File: src/include/parallel_config_load_regs.svh
// timing counts, field positions and register offsets of the parallel load link
`ifndef PARALLEL_CONFIG_LOAD_REGS_SVH
`define PARALLEL_CONFIG_LOAD_REGS_SVH
`define CLK_MHZ 100
`define T_CF2CD_NS 600
`define T_REQ_LOW_US 2
`define T_STATUS_MIN_US 268
`define T_CF2CK_US 1506
`define T_ST2CK_US 2
`define T_CD2UM_MIN_US 175
`define LOAD_CLOCK_MAX_PERIOD_NS 10
`define CD2CU_PERIODS 4
`define INIT_USER_CLOCKS 8576
`define FINISH_FALLS 2
`define LOAD_HALF_CYC 5
`define OPT_INIT_DONE_BIT 0
`define OPT_USER_CLK_BIT 1
`define AV_CTRL 4'h0
`define AV_STATUS 4'h4
`define AV_DATA 4'h8
`define CTRL_START_BIT 0
`define CTRL_MONITOR_BIT 1
`define ST_STATUS_BIT 0
`define ST_COMPLETE_BIT 1
`define ST_READY_BIT 2
`define ST_DONE_BIT 3
`define ST_ERROR_BIT 4
`define ST_BUSY_BIT 5
`endif

File: src/include/parallel_config_load_pkg.sv
// state and bus-width types of the host and device ends of the parallel load link
package parallel_config_load_pkg;
   typedef enum logic [1:0] {
      SCHEME_X8 = 2'h0,
      SCHEME_X16 = 2'h1,
      SCHEME_X32 = 2'h2
   } scheme_type;
   typedef enum logic [5:0] {
      D_POR = 6'h01,
      D_RESET = 6'h02,
      D_LOAD = 6'h04,
      D_FINISH = 6'h08,
      D_INIT = 6'h10,
      D_USER = 6'h20
   } dev_state_type;
   typedef enum logic [7:0] {
      H_IDLE = 8'h01,
      H_REQ = 8'h02,
      H_WAIT = 8'h04,
      H_READY = 8'h08,
      H_CLKLO = 8'h10,
      H_CLKHI = 8'h20,
      H_FINISH = 8'h40,
      H_DONE = 8'h80
   } host_state_type;
endpackage

File: src/include/config_link_if.sv
// pin bundle between the load host and the configured device
`timescale 1ns/1ps
`default_nettype none
interface config_link_if;
   logic config_request_n;
   logic load_clock;
   logic [31:0] load_data;
   logic load_status_n_o;
   logic load_status_n_oe;
   logic load_complete_o;
   logic load_complete_oe;
   logic init_done_o;
   logic init_done_oe;
   logic chain_enable_out_n;
   // open-drain lines with pull-ups
   logic load_status_n;
   logic load_complete;
   logic init_done;
   assign load_status_n = load_status_n_oe ? load_status_n_o : 1'b1;
   assign load_complete = load_complete_oe ? load_complete_o : 1'b1;
   assign init_done = init_done_oe ? init_done_o : 1'b1;
   modport device (
      input config_request_n, load_clock, load_data,
      output load_status_n_o, load_status_n_oe, load_complete_o, load_complete_oe,
      output init_done_o, init_done_oe, chain_enable_out_n
   );
   modport host (
      output config_request_n, load_clock, load_data,
      input load_status_n, load_complete, init_done
   );
endinterface
`default_nettype wire

File: src/rtl/config_load_device.sv
// device end of the parallel configuration load port
//
// The placing of the registers and the Avalon-MM interface to the registers were chosen for this implementation.
`timescale 1ns/1ps
`default_nettype none
`include "parallel_config_load_regs.svh"
module config_load_device
   import parallel_config_load_pkg::*;
#(
   parameter int IMAGE_WORDS = 16,
   parameter int STATUS_HOLD_CYC = `T_STATUS_MIN_US * `CLK_MHZ,
   parameter int INIT_CYC = `T_CD2UM_MIN_US * `CLK_MHZ,
   parameter int INIT_USER_CLOCKS = `INIT_USER_CLOCKS
) (
   input wire logic clk_i,
   input wire logic srst_i,
   config_link_if.device link,
   input wire logic [1:0] scheme_select_i,
   input wire logic user_init_clock_i,
   output logic [31:0] config_word_o,
   output logic config_word_valid_o,
   output logic user_mode_o
);
   localparam int CU_CYC = (`CD2CU_PERIODS * `LOAD_CLOCK_MAX_PERIOD_NS * `CLK_MHZ + 999) / 1000;

   // ==========================================
   // input synchronisers
   logic [36:0] sync1_q;
   logic [36:0] sync2_q;
   logic clk_prev_q;
   logic uclk_prev_q;
   always_ff @(posedge clk_i) begin
      sync1_q <= {link.config_request_n, link.load_clock, user_init_clock_i, scheme_select_i,
         link.load_data};
      sync2_q <= sync1_q;
      clk_prev_q <= sync2_q[35];
      uclk_prev_q <= sync2_q[34];
   end
   logic req_s;
   logic lclk_s;
   logic uclk_s;
   logic [1:0] scheme_s;
   logic [31:0] data_s;
   assign req_s = sync2_q[36];
   assign lclk_s = sync2_q[35];
   assign uclk_s = sync2_q[34];
   assign scheme_s = sync2_q[33:32];
   assign data_s = sync2_q[31:0];
   logic lclk_rise;
   logic lclk_fall;
   logic uclk_rise;
   assign lclk_rise = lclk_s && !clk_prev_q;
   assign lclk_fall = !lclk_s && clk_prev_q;
   assign uclk_rise = uclk_s && !uclk_prev_q;

   // ==========================================
   // bus width masking
   logic [31:0] word;
   always_comb begin
      case (scheme_type'(scheme_s))
         SCHEME_X8: word = {24'h000000, data_s[7:0]};
         SCHEME_X16: word = {16'h0000, data_s[15:0]};
         default: word = data_s;
      endcase
   end

   // ==========================================
   // load sequencer
   dev_state_type state_q;
   logic [31:0] cnt_q;
   logic [31:0] ucnt_q;
   logic [31:0] word_cnt_q;
   logic [31:0] chk_q;
   logic [1:0] falls_q;
   logic error_q;
   logic opt_init_done_q;
   logic opt_user_clk_q;
   logic last_word;
   assign last_word = word_cnt_q == 32'(IMAGE_WORDS - 1);

   always_ff @(posedge clk_i) begin
      if (srst_i) begin
         state_q <= D_POR;
         cnt_q <= 32'h0;
         ucnt_q <= 32'h0;
         word_cnt_q <= 32'h0;
         chk_q <= 32'h0;
         falls_q <= 2'h0;
         error_q <= 1'b0;
         opt_init_done_q <= 1'b0;
         opt_user_clk_q <= 1'b0;
      end else if (!req_s && state_q != D_RESET && state_q != D_POR) begin
         state_q <= D_RESET;
         cnt_q <= 32'h0;
      end else begin
         case (state_q)
            D_POR, D_RESET: begin
               if (cnt_q < 32'(STATUS_HOLD_CYC)) begin
                  cnt_q <= cnt_q + 32'h1;
               end
               if (!req_s) begin
                  error_q <= 1'b0;
               end
               if (cnt_q >= 32'(STATUS_HOLD_CYC) && req_s && !error_q) begin
                  state_q <= D_LOAD;
                  word_cnt_q <= 32'h0;
                  chk_q <= 32'h0;
               end
            end
            D_LOAD: begin
               if (lclk_rise) begin
                  chk_q <= chk_q ^ word;
                  word_cnt_q <= word_cnt_q + 32'h1;
                  if (word_cnt_q == 32'h0) begin
                     opt_init_done_q <= word[`OPT_INIT_DONE_BIT];
                     opt_user_clk_q <= word[`OPT_USER_CLK_BIT];
                  end
                  if (last_word) begin
                     if ((chk_q ^ word) == 32'h0) begin
                        state_q <= D_FINISH;
                        falls_q <= 2'h0;
                     end else begin
                        state_q <= D_RESET;
                        error_q <= 1'b1;
                        cnt_q <= 32'h0;
                     end
                  end
               end
            end
            D_FINISH: begin
               if (lclk_fall) begin
                  falls_q <= falls_q + 2'h1;
                  if (falls_q == 2'(`FINISH_FALLS - 1)) begin
                     state_q <= D_INIT;
                     cnt_q <= 32'h0;
                     ucnt_q <= 32'h0;
                  end
               end
            end
            D_INIT: begin
               if (!opt_user_clk_q) begin
                  cnt_q <= cnt_q + 32'h1;
                  if (cnt_q >= 32'(INIT_CYC - 1)) begin
                     state_q <= D_USER;
                  end
               end else if (cnt_q < 32'(CU_CYC)) begin
                  cnt_q <= cnt_q + 32'h1;
               end else if (uclk_rise) begin
                  ucnt_q <= ucnt_q + 32'h1;
                  if (ucnt_q == 32'(INIT_USER_CLOCKS - 1)) begin
                     state_q <= D_USER;
                  end
               end
            end
            default: begin
               state_q <= D_USER;
            end
         endcase
      end
   end

   // ==========================================
   // pin and user outputs
   logic status_oe_q;
   logic complete_oe_q;
   logic init_oe_q;
   logic chain_n_q;
   logic [31:0] word_q;
   logic word_valid_q;
   logic user_q;
   always_ff @(posedge clk_i) begin
      if (srst_i) begin
         status_oe_q <= 1'b1;
         complete_oe_q <= 1'b1;
         init_oe_q <= 1'b0;
         chain_n_q <= 1'b1;
         user_q <= 1'b0;
         word_valid_q <= 1'b0;
         word_q <= 32'h0;
      end else begin
         status_oe_q <= !req_s || state_q == D_POR || state_q == D_RESET;
         complete_oe_q <= !req_s || state_q == D_POR || state_q == D_RESET
            || state_q == D_LOAD;
         init_oe_q <= req_s && opt_init_done_q
            && (state_q == D_FINISH || state_q == D_INIT);
         chain_n_q <= !(req_s && state_q == D_USER);
         user_q <= req_s && state_q == D_USER;
         word_valid_q <= req_s && state_q == D_LOAD && lclk_rise;
         if (state_q == D_LOAD && lclk_rise) begin
            word_q <= word;
         end
      end
   end
   assign link.load_status_n_o = 1'b0;
   assign link.load_status_n_oe = status_oe_q;
   assign link.load_complete_o = 1'b0;
   assign link.load_complete_oe = complete_oe_q;
   assign link.init_done_o = 1'b0;
   assign link.init_done_oe = init_oe_q;
   assign link.chain_enable_out_n = chain_n_q;
   assign config_word_o = word_q;
   assign config_word_valid_o = word_valid_q;
   assign user_mode_o = user_q;
endmodule
`default_nettype wire

File: src/flat_wrapper.sv
// flat-port wrapper written by rule: the top's interface ports become plain ports
module config_load_device_flat import parallel_config_load_pkg::*;
#(
   parameter int IMAGE_WORDS = 16,
   parameter int STATUS_HOLD_CYC = `T_STATUS_MIN_US * `CLK_MHZ,
   parameter int INIT_CYC = `T_CD2UM_MIN_US * `CLK_MHZ,
   parameter int INIT_USER_CLOCKS = `INIT_USER_CLOCKS
)
  (clk_i, srst_i, scheme_select_i, user_init_clock_i, config_word_o, config_word_valid_o, user_mode_o, link_config_request_n, link_load_clock, link_load_data, link_load_status_n_o, link_load_status_n_oe, link_load_complete_o, link_load_complete_oe, link_init_done_o, link_init_done_oe, link_chain_enable_out_n);
  config_link_if link_i ();
  input wire logic clk_i;
  input wire logic srst_i;
  input wire logic [1:0] scheme_select_i;
  input wire logic user_init_clock_i;
  output logic [31:0] config_word_o;
  output logic config_word_valid_o;
  output logic user_mode_o;
  input wire logic [$bits(link_i.config_request_n)-1:0] link_config_request_n;
  input wire logic [$bits(link_i.load_clock)-1:0] link_load_clock;
  input wire logic [$bits(link_i.load_data)-1:0] link_load_data;
  output wire logic [$bits(link_i.load_status_n_o)-1:0] link_load_status_n_o;
  output wire logic [$bits(link_i.load_status_n_oe)-1:0] link_load_status_n_oe;
  output wire logic [$bits(link_i.load_complete_o)-1:0] link_load_complete_o;
  output wire logic [$bits(link_i.load_complete_oe)-1:0] link_load_complete_oe;
  output wire logic [$bits(link_i.init_done_o)-1:0] link_init_done_o;
  output wire logic [$bits(link_i.init_done_oe)-1:0] link_init_done_oe;
  output wire logic [$bits(link_i.chain_enable_out_n)-1:0] link_chain_enable_out_n;
  assign link_i.config_request_n = link_config_request_n;
  assign link_i.load_clock = link_load_clock;
  assign link_i.load_data = link_load_data;
  assign link_load_status_n_o = link_i.load_status_n_o;
  assign link_load_status_n_oe = link_i.load_status_n_oe;
  assign link_load_complete_o = link_i.load_complete_o;
  assign link_load_complete_oe = link_i.load_complete_oe;
  assign link_init_done_o = link_i.init_done_o;
  assign link_init_done_oe = link_i.init_done_oe;
  assign link_chain_enable_out_n = link_i.chain_enable_out_n;
  config_load_device #(.IMAGE_WORDS(IMAGE_WORDS), .STATUS_HOLD_CYC(STATUS_HOLD_CYC), .INIT_CYC(INIT_CYC), .INIT_USER_CLOCKS(INIT_USER_CLOCKS)) u_core (.clk_i(clk_i), .srst_i(srst_i), .link(link_i), .scheme_select_i(scheme_select_i), .user_init_clock_i(user_init_clock_i), .config_word_o(config_word_o), .config_word_valid_o(config_word_valid_o), .user_mode_o(user_mode_o));
endmodule
File: config.mk
export PLATFORM = sky130hd
export DESIGN_NAME = config_load_device_flat
export DESIGN_NICKNAME = d
export VERILOG_FILES = /design/src/include/parallel_config_load_pkg.sv /design/src/include/config_link_if.sv /design/src/rtl/config_load_device.sv /design/src/flat_wrapper.sv
export VERILOG_INCLUDE_DIRS = /design/src /design/src/include
export SDC_FILE = /design/constraint.sdc
export NUM_CORES = 1
export LEC_CHECK = 0
export ABC_CLOCK_PERIOD_IN_PS = 5400
export BUFFER_PORTS_ARGS = -buffer_cell sky130_fd_sc_hd__buf_2
export CAP_MARGIN = 20
export CELL_PAD_IN_SITES_DETAIL_PLACEMENT = 0
export CELL_PAD_IN_SITES_GLOBAL_PLACEMENT = 1
export CORE_MARGIN = 2
export CORE_UTILIZATION = 45
export CTS_BUF_LIST = sky130_fd_sc_hd__clkbuf_8
export CTS_CLUSTER_SIZE = 10
export DETAILED_ROUTE_END_ITERATION = 8
export PLACE_DENSITY_LB_ADDON = 0.25
export SLEW_MARGIN = 20
export SYNTH_ARGS = -nofsm -noshare
export SYNTH_HDL_FRONTEND = slang
export SYNTH_SLANG_ARGS = --single-unit
File: constraint.sdc
create_clock -name clk_i -period 5.4 [get_ports clk_i]
set_clock_uncertainty 0.05 [all_clocks]
set_input_delay 0.27 -clock clk_i [delete_from_list [all_inputs] [get_ports clk_i]]
set_output_delay 0.27 -clock clk_i [all_outputs]
set_load 0.05 [all_outputs]
==> flow_metrics.py <==
metrics = {
    "sta": {
        "slew_headroom_pct": 36.9,
        "hold_viol": 0,
        "post-route-period-util_pct": 66.1,
        "setup_violations": 0,
        "tightest_slew_ns": 0.940,
        "period_needed_ns": 3.57,
        "slew_viol_final": 0,
        "grt_setup_unrepaired": "false",
        "fmax_ghz": 0.280,
        "tns_ns": 0,
    },
    "routing": {
        "drt-wirelength-per-cell_um": 15.7,
        "vias_per_cell": 5.54,
        "routed_wl_um": 25600,
        "vias": 9066,
        "drc": 0,
        "ant_nets": 0,
        "drt_iter0_drc": 556,
        "dr.pass1.iters": 4,
    },
    "placement": {
        "port_buffers": 76,
        "place_congestion": 0.846,
        "place_area_um2": 11100,
        "dp_cells": 1523,
        "hpwl_um": 16500,
    },
    "power_and_ir_drop": {
        "irDropWorstVdd_mv": 0.304,
        "p_leak_nw": 4.52,
        "powerDensity_nw_per_um2": 412,
    },
    "setup_path": {
        "endpoint": "u_core.word_cnt_q[13]",
        "r2r-end": "u_core.word_cnt_q[13]",
        "timing_worst_setup_path_type": "reg -> reg",
        "ff2ff_setup_slack_ns": 1.83,
        "crit_cells": 7,
        "crit_path_max_incr_delay_ns": 0.64,
        "crit_arrival_ns": 4.00,
        "path_delay_family": "simple AND/OR/NAND/NOR gates",
        "slowest_stage": "or4_1",
        "crit_buf_inv": 1,
        "crit_required_ns": 5.83,
        "endpoint_kind": "flop",
        "r2r_cells": 7,
        "path_max_fanout": 29,
        "cp_cell_sequence": "or2_1 > or4_1 > a22oi_4 > buf_4 > nand4_1 > or4_1 > a21oi_1",
        "startpoint_type": "flop",
        "cp_common_cell": "or4_1",
        "crit_start": "u_core.state_q[3]",
        "regToRegStartpoint": "u_core.state_q[3]",
    },
    "synth": {
        "synth_seq_cells": 253,
        "synth_seq_area_share_pct": 48.5,
        "synth_edf_count": 0,
        "syn-cell-area_um2": 10400,
        "avgSynthCellArea_um2": 8.65,
        "synth.distinct_cells": 61,
        "synth.yosys.warnings": 0,
        "syn_inst": 1208,
        "synth_ff_type": "dfxtp_1",
        "synthArstFlopShare_pct": 0,
    },
    "cells_and_area": {
        "diodes": 0,
        "finish.instance_area_um2": 12300,
        "fin_nets": 1366,
        "drive_gt1_share_pct": 12.6,
        "fillers": 2130,
        "final_util_pct": 54.1,
        "fin_cells": 1635,
        "area_growth_syn_to_layout_pct": 17.7,
    },
    "clock_tree": {
        "post_cts_resized": 0,
        "cts-root-buf": "clkbuf_8",
        "clock_sinks": 253,
        "holdBufCountCts": 37,
        "path_clk_slew_ns": 0.06,
        "cts_tree": "done",
        "clock_latency_ns": 0.56,
        "clock_path_buffers": 3,
        "postCtsSetupRepairBufs": 0,
        "cts_htree_levels": 2,
        "cts_inserted_buffers": 43,
    },
    "hold_path": {
        "hold_class": "in -> reg",
    },
    "global_routing": {
        "globalRouteOverflowTotal": 0,
        "track_usage_pct": 21.1,
        "antenna_found_initial": 0,
        "grt_max_degree": 57,
        "grtUsageMet3_pct": 4.02,
        "busiest_layer": "met2",
        "grt_pass1_wl_um": 42500,
        "grt_pass1_vias": 8694,
        "grt_use_met2_pct": 34.3,
        "grt_use_met1_pct": 28.4,
    },
    "floorplan": {
        "die_h_um": 156,
        "core-area_um2": 22700,
        "die_w_um": 156,
        "die_area_um2": 24400,
        "io_pins": 80,
        "rows": 55,
        "start_util_pct": 46.0,
    },
    "job": {
        "drv_cap": 0,
    },
    "status": {
        "outcome": "finished clean",
    },
}
[Yosys cell counts (5+ instances only)]
| cell | count | area share, % |
|---|---|---|
| nand4_1 | 60 | 3.6 |
| a41oi_1 | 6 | 0.50 |
| and2_1 | 8 | 0.48 |
| a31oi_1 | 22 | 1.3 |
| o21ai_1 | 5 | 0.24 |
| nand2b_1 | 6 | 0.36 |
| xor2_1 | 47 | 3.9 |
| and4_1 | 8 | 0.67 |
| nor4bb_1 | 5 | 0.48 |
| o211ai_1 | 6 | 0.43 |
| or3_1 | 23 | 1.4 |
| or4_1 | 14 | 1.0 |
| ha_1 | 6 | 0.72 |
| nand2_1 | 113 | 4.1 |
| clkbuf_1 | 54 | 1.9 |
| nor4_1 | 27 | 1.6 |
| a21oi_1 | 77 | 3.7 |
| dfxtp_1 | 253 | 48 |
| nor2_1 | 124 | 4.5 |
| nand3_1 | 73 | 3.5 |
| a311oi_1 | 5 | 0.42 |
| nor3_1 | 30 | 1.4 |
| inv_1 | 32 | 1.1 |
| xnor2_1 | 41 | 3.4 |
| and3_1 | 17 | 1.0 |
| o31ai_1 | 11 | 0.79 |
| nor2b_1 | 5 | 0.30 |
| o21a_1 | 6 | 0.43 |
| o21ai_0 | 51 | 2.4 |
[through the flow]
step           power, mW  worst slack (ns)  hold WS (ns)
3_5_place_dp        3.39              1.92         0.262
3_3_place_gp        3.38              1.99         0.261
4_1_cts             5.11              1.89         0.237
2_1_floorplan       3.07              2.67         0.248
6_report            5.06              1.83         0.256
5_1_grt             5.35              1.61         0.273
[power breakdown]
group	internal, mW	switching (mW)
logic	0.398	0.801
clock network	0.896	0.784
registers	2.02	0.162
total	3.32	1.75
[state kept, by name, summed over array words and instances (netlist names)]
signal / flops
u_core.link.chain_enable_out_n: 1
u_core.sync2_q: 37
u_core.opt_init_done_q: 1
u_core.opt_user_clk_q: 1
u_core.chk_q: 32
u_core.clk_prev_q: 1
u_core.link.load_status_n_oe: 1
u_core.ucnt_q: 32
u_core.falls_q: 2
u_core.error_q: 1
u_core.link.init_done_oe: 1
u_core.user_mode_o: 1
u_core.link.load_complete_oe: 1
u_core.sync1_q: 37
u_core.config_word_valid_o: 1
u_core.state_q: 6
u_core.cnt_q: 32
u_core.uclk_prev_q: 1
u_core.config_word_o: 32
u_core.word_cnt_q: 32
[cell usage in the layout, fill, tap and decap left out, types with 41 or more instances in the layout]
cell type	netlist	layout
inv_1	32	43
nor2_1	124	123
xnor2_1	41	41
nand3_1	73	73
xor2_1	47	47
buf_2	3	76
nand2_1	113	113
clkbuf_8	0	50
o21ai_0	51	51
dfxtp_1	253	253
a21oi_1	77	77
nand4_1	60	60
[cell families (layout without fill, tap and decap cells)]
logic type / count (synthesis) / in the layout / share of synthesized area [%]
AO/OA/AOI/OAI: 228 / 228 / 13.6
XOR/XNOR: 88 / 88 / 7.38
adder cells (fa/ha/maj): 6 / 6 / 0.719
buffers and inverters: 95 / 235 / 3.56
flip-flops: 253 / 253 / 48.5
multiplexers: 3 / 3 / 0.287
other: 1 / 3 / 0.0359
AND/OR/NAND/NOR: 534 / 534 / 26.0
[per-layer routing]
metal | wire length (um) | vias up | part of all wire [%]
li1 | - | 4573 | -
met1 | 12300 | 4265 | 48
met2 | 11700 | 178 | 46
met3 | 1090 | 50 | 4.3
met4 | 584 | 0 | 2.3
met5 | 0 | - | 0
[area by class of cell]
class	instances	area (um2)	share of cell area [%]
Sequential cell	253	5060	41.2
Multi-Input combinational cell	862	5050	41.1
Timing Repair Buffer	128	863	7.02
Clock buffer	50	688	5.60
Tap cell	285	357	2.90
Clock inverter	24	149	1.21
Inverter	33	124	1.01
[how the worst min path moves through the flow]
stage | slack, ns | end | cells past startpoint | from
2_1_floorplan | 0.25 | u_core.sync1_q[0] | 0 | link_load_data[0]
3_3_place_gp | 0.26 | u_core.sync2_q[5] | 0 | u_core.sync1_q[5]
3_5_place_dp | 0.26 | u_core.sync2_q[14] | 0 | u_core.sync1_q[14]
4_1_cts | 0.24 | u_core.opt_init_done_q | 2 | srst_i
5_1_grt | 0.27 | u_core.sync1_q[19] | 2 | link_load_data[19]
6_report | 0.26 | u_core.opt_init_done_q | 2 | srst_i
(Power assumes the default switching activity.)
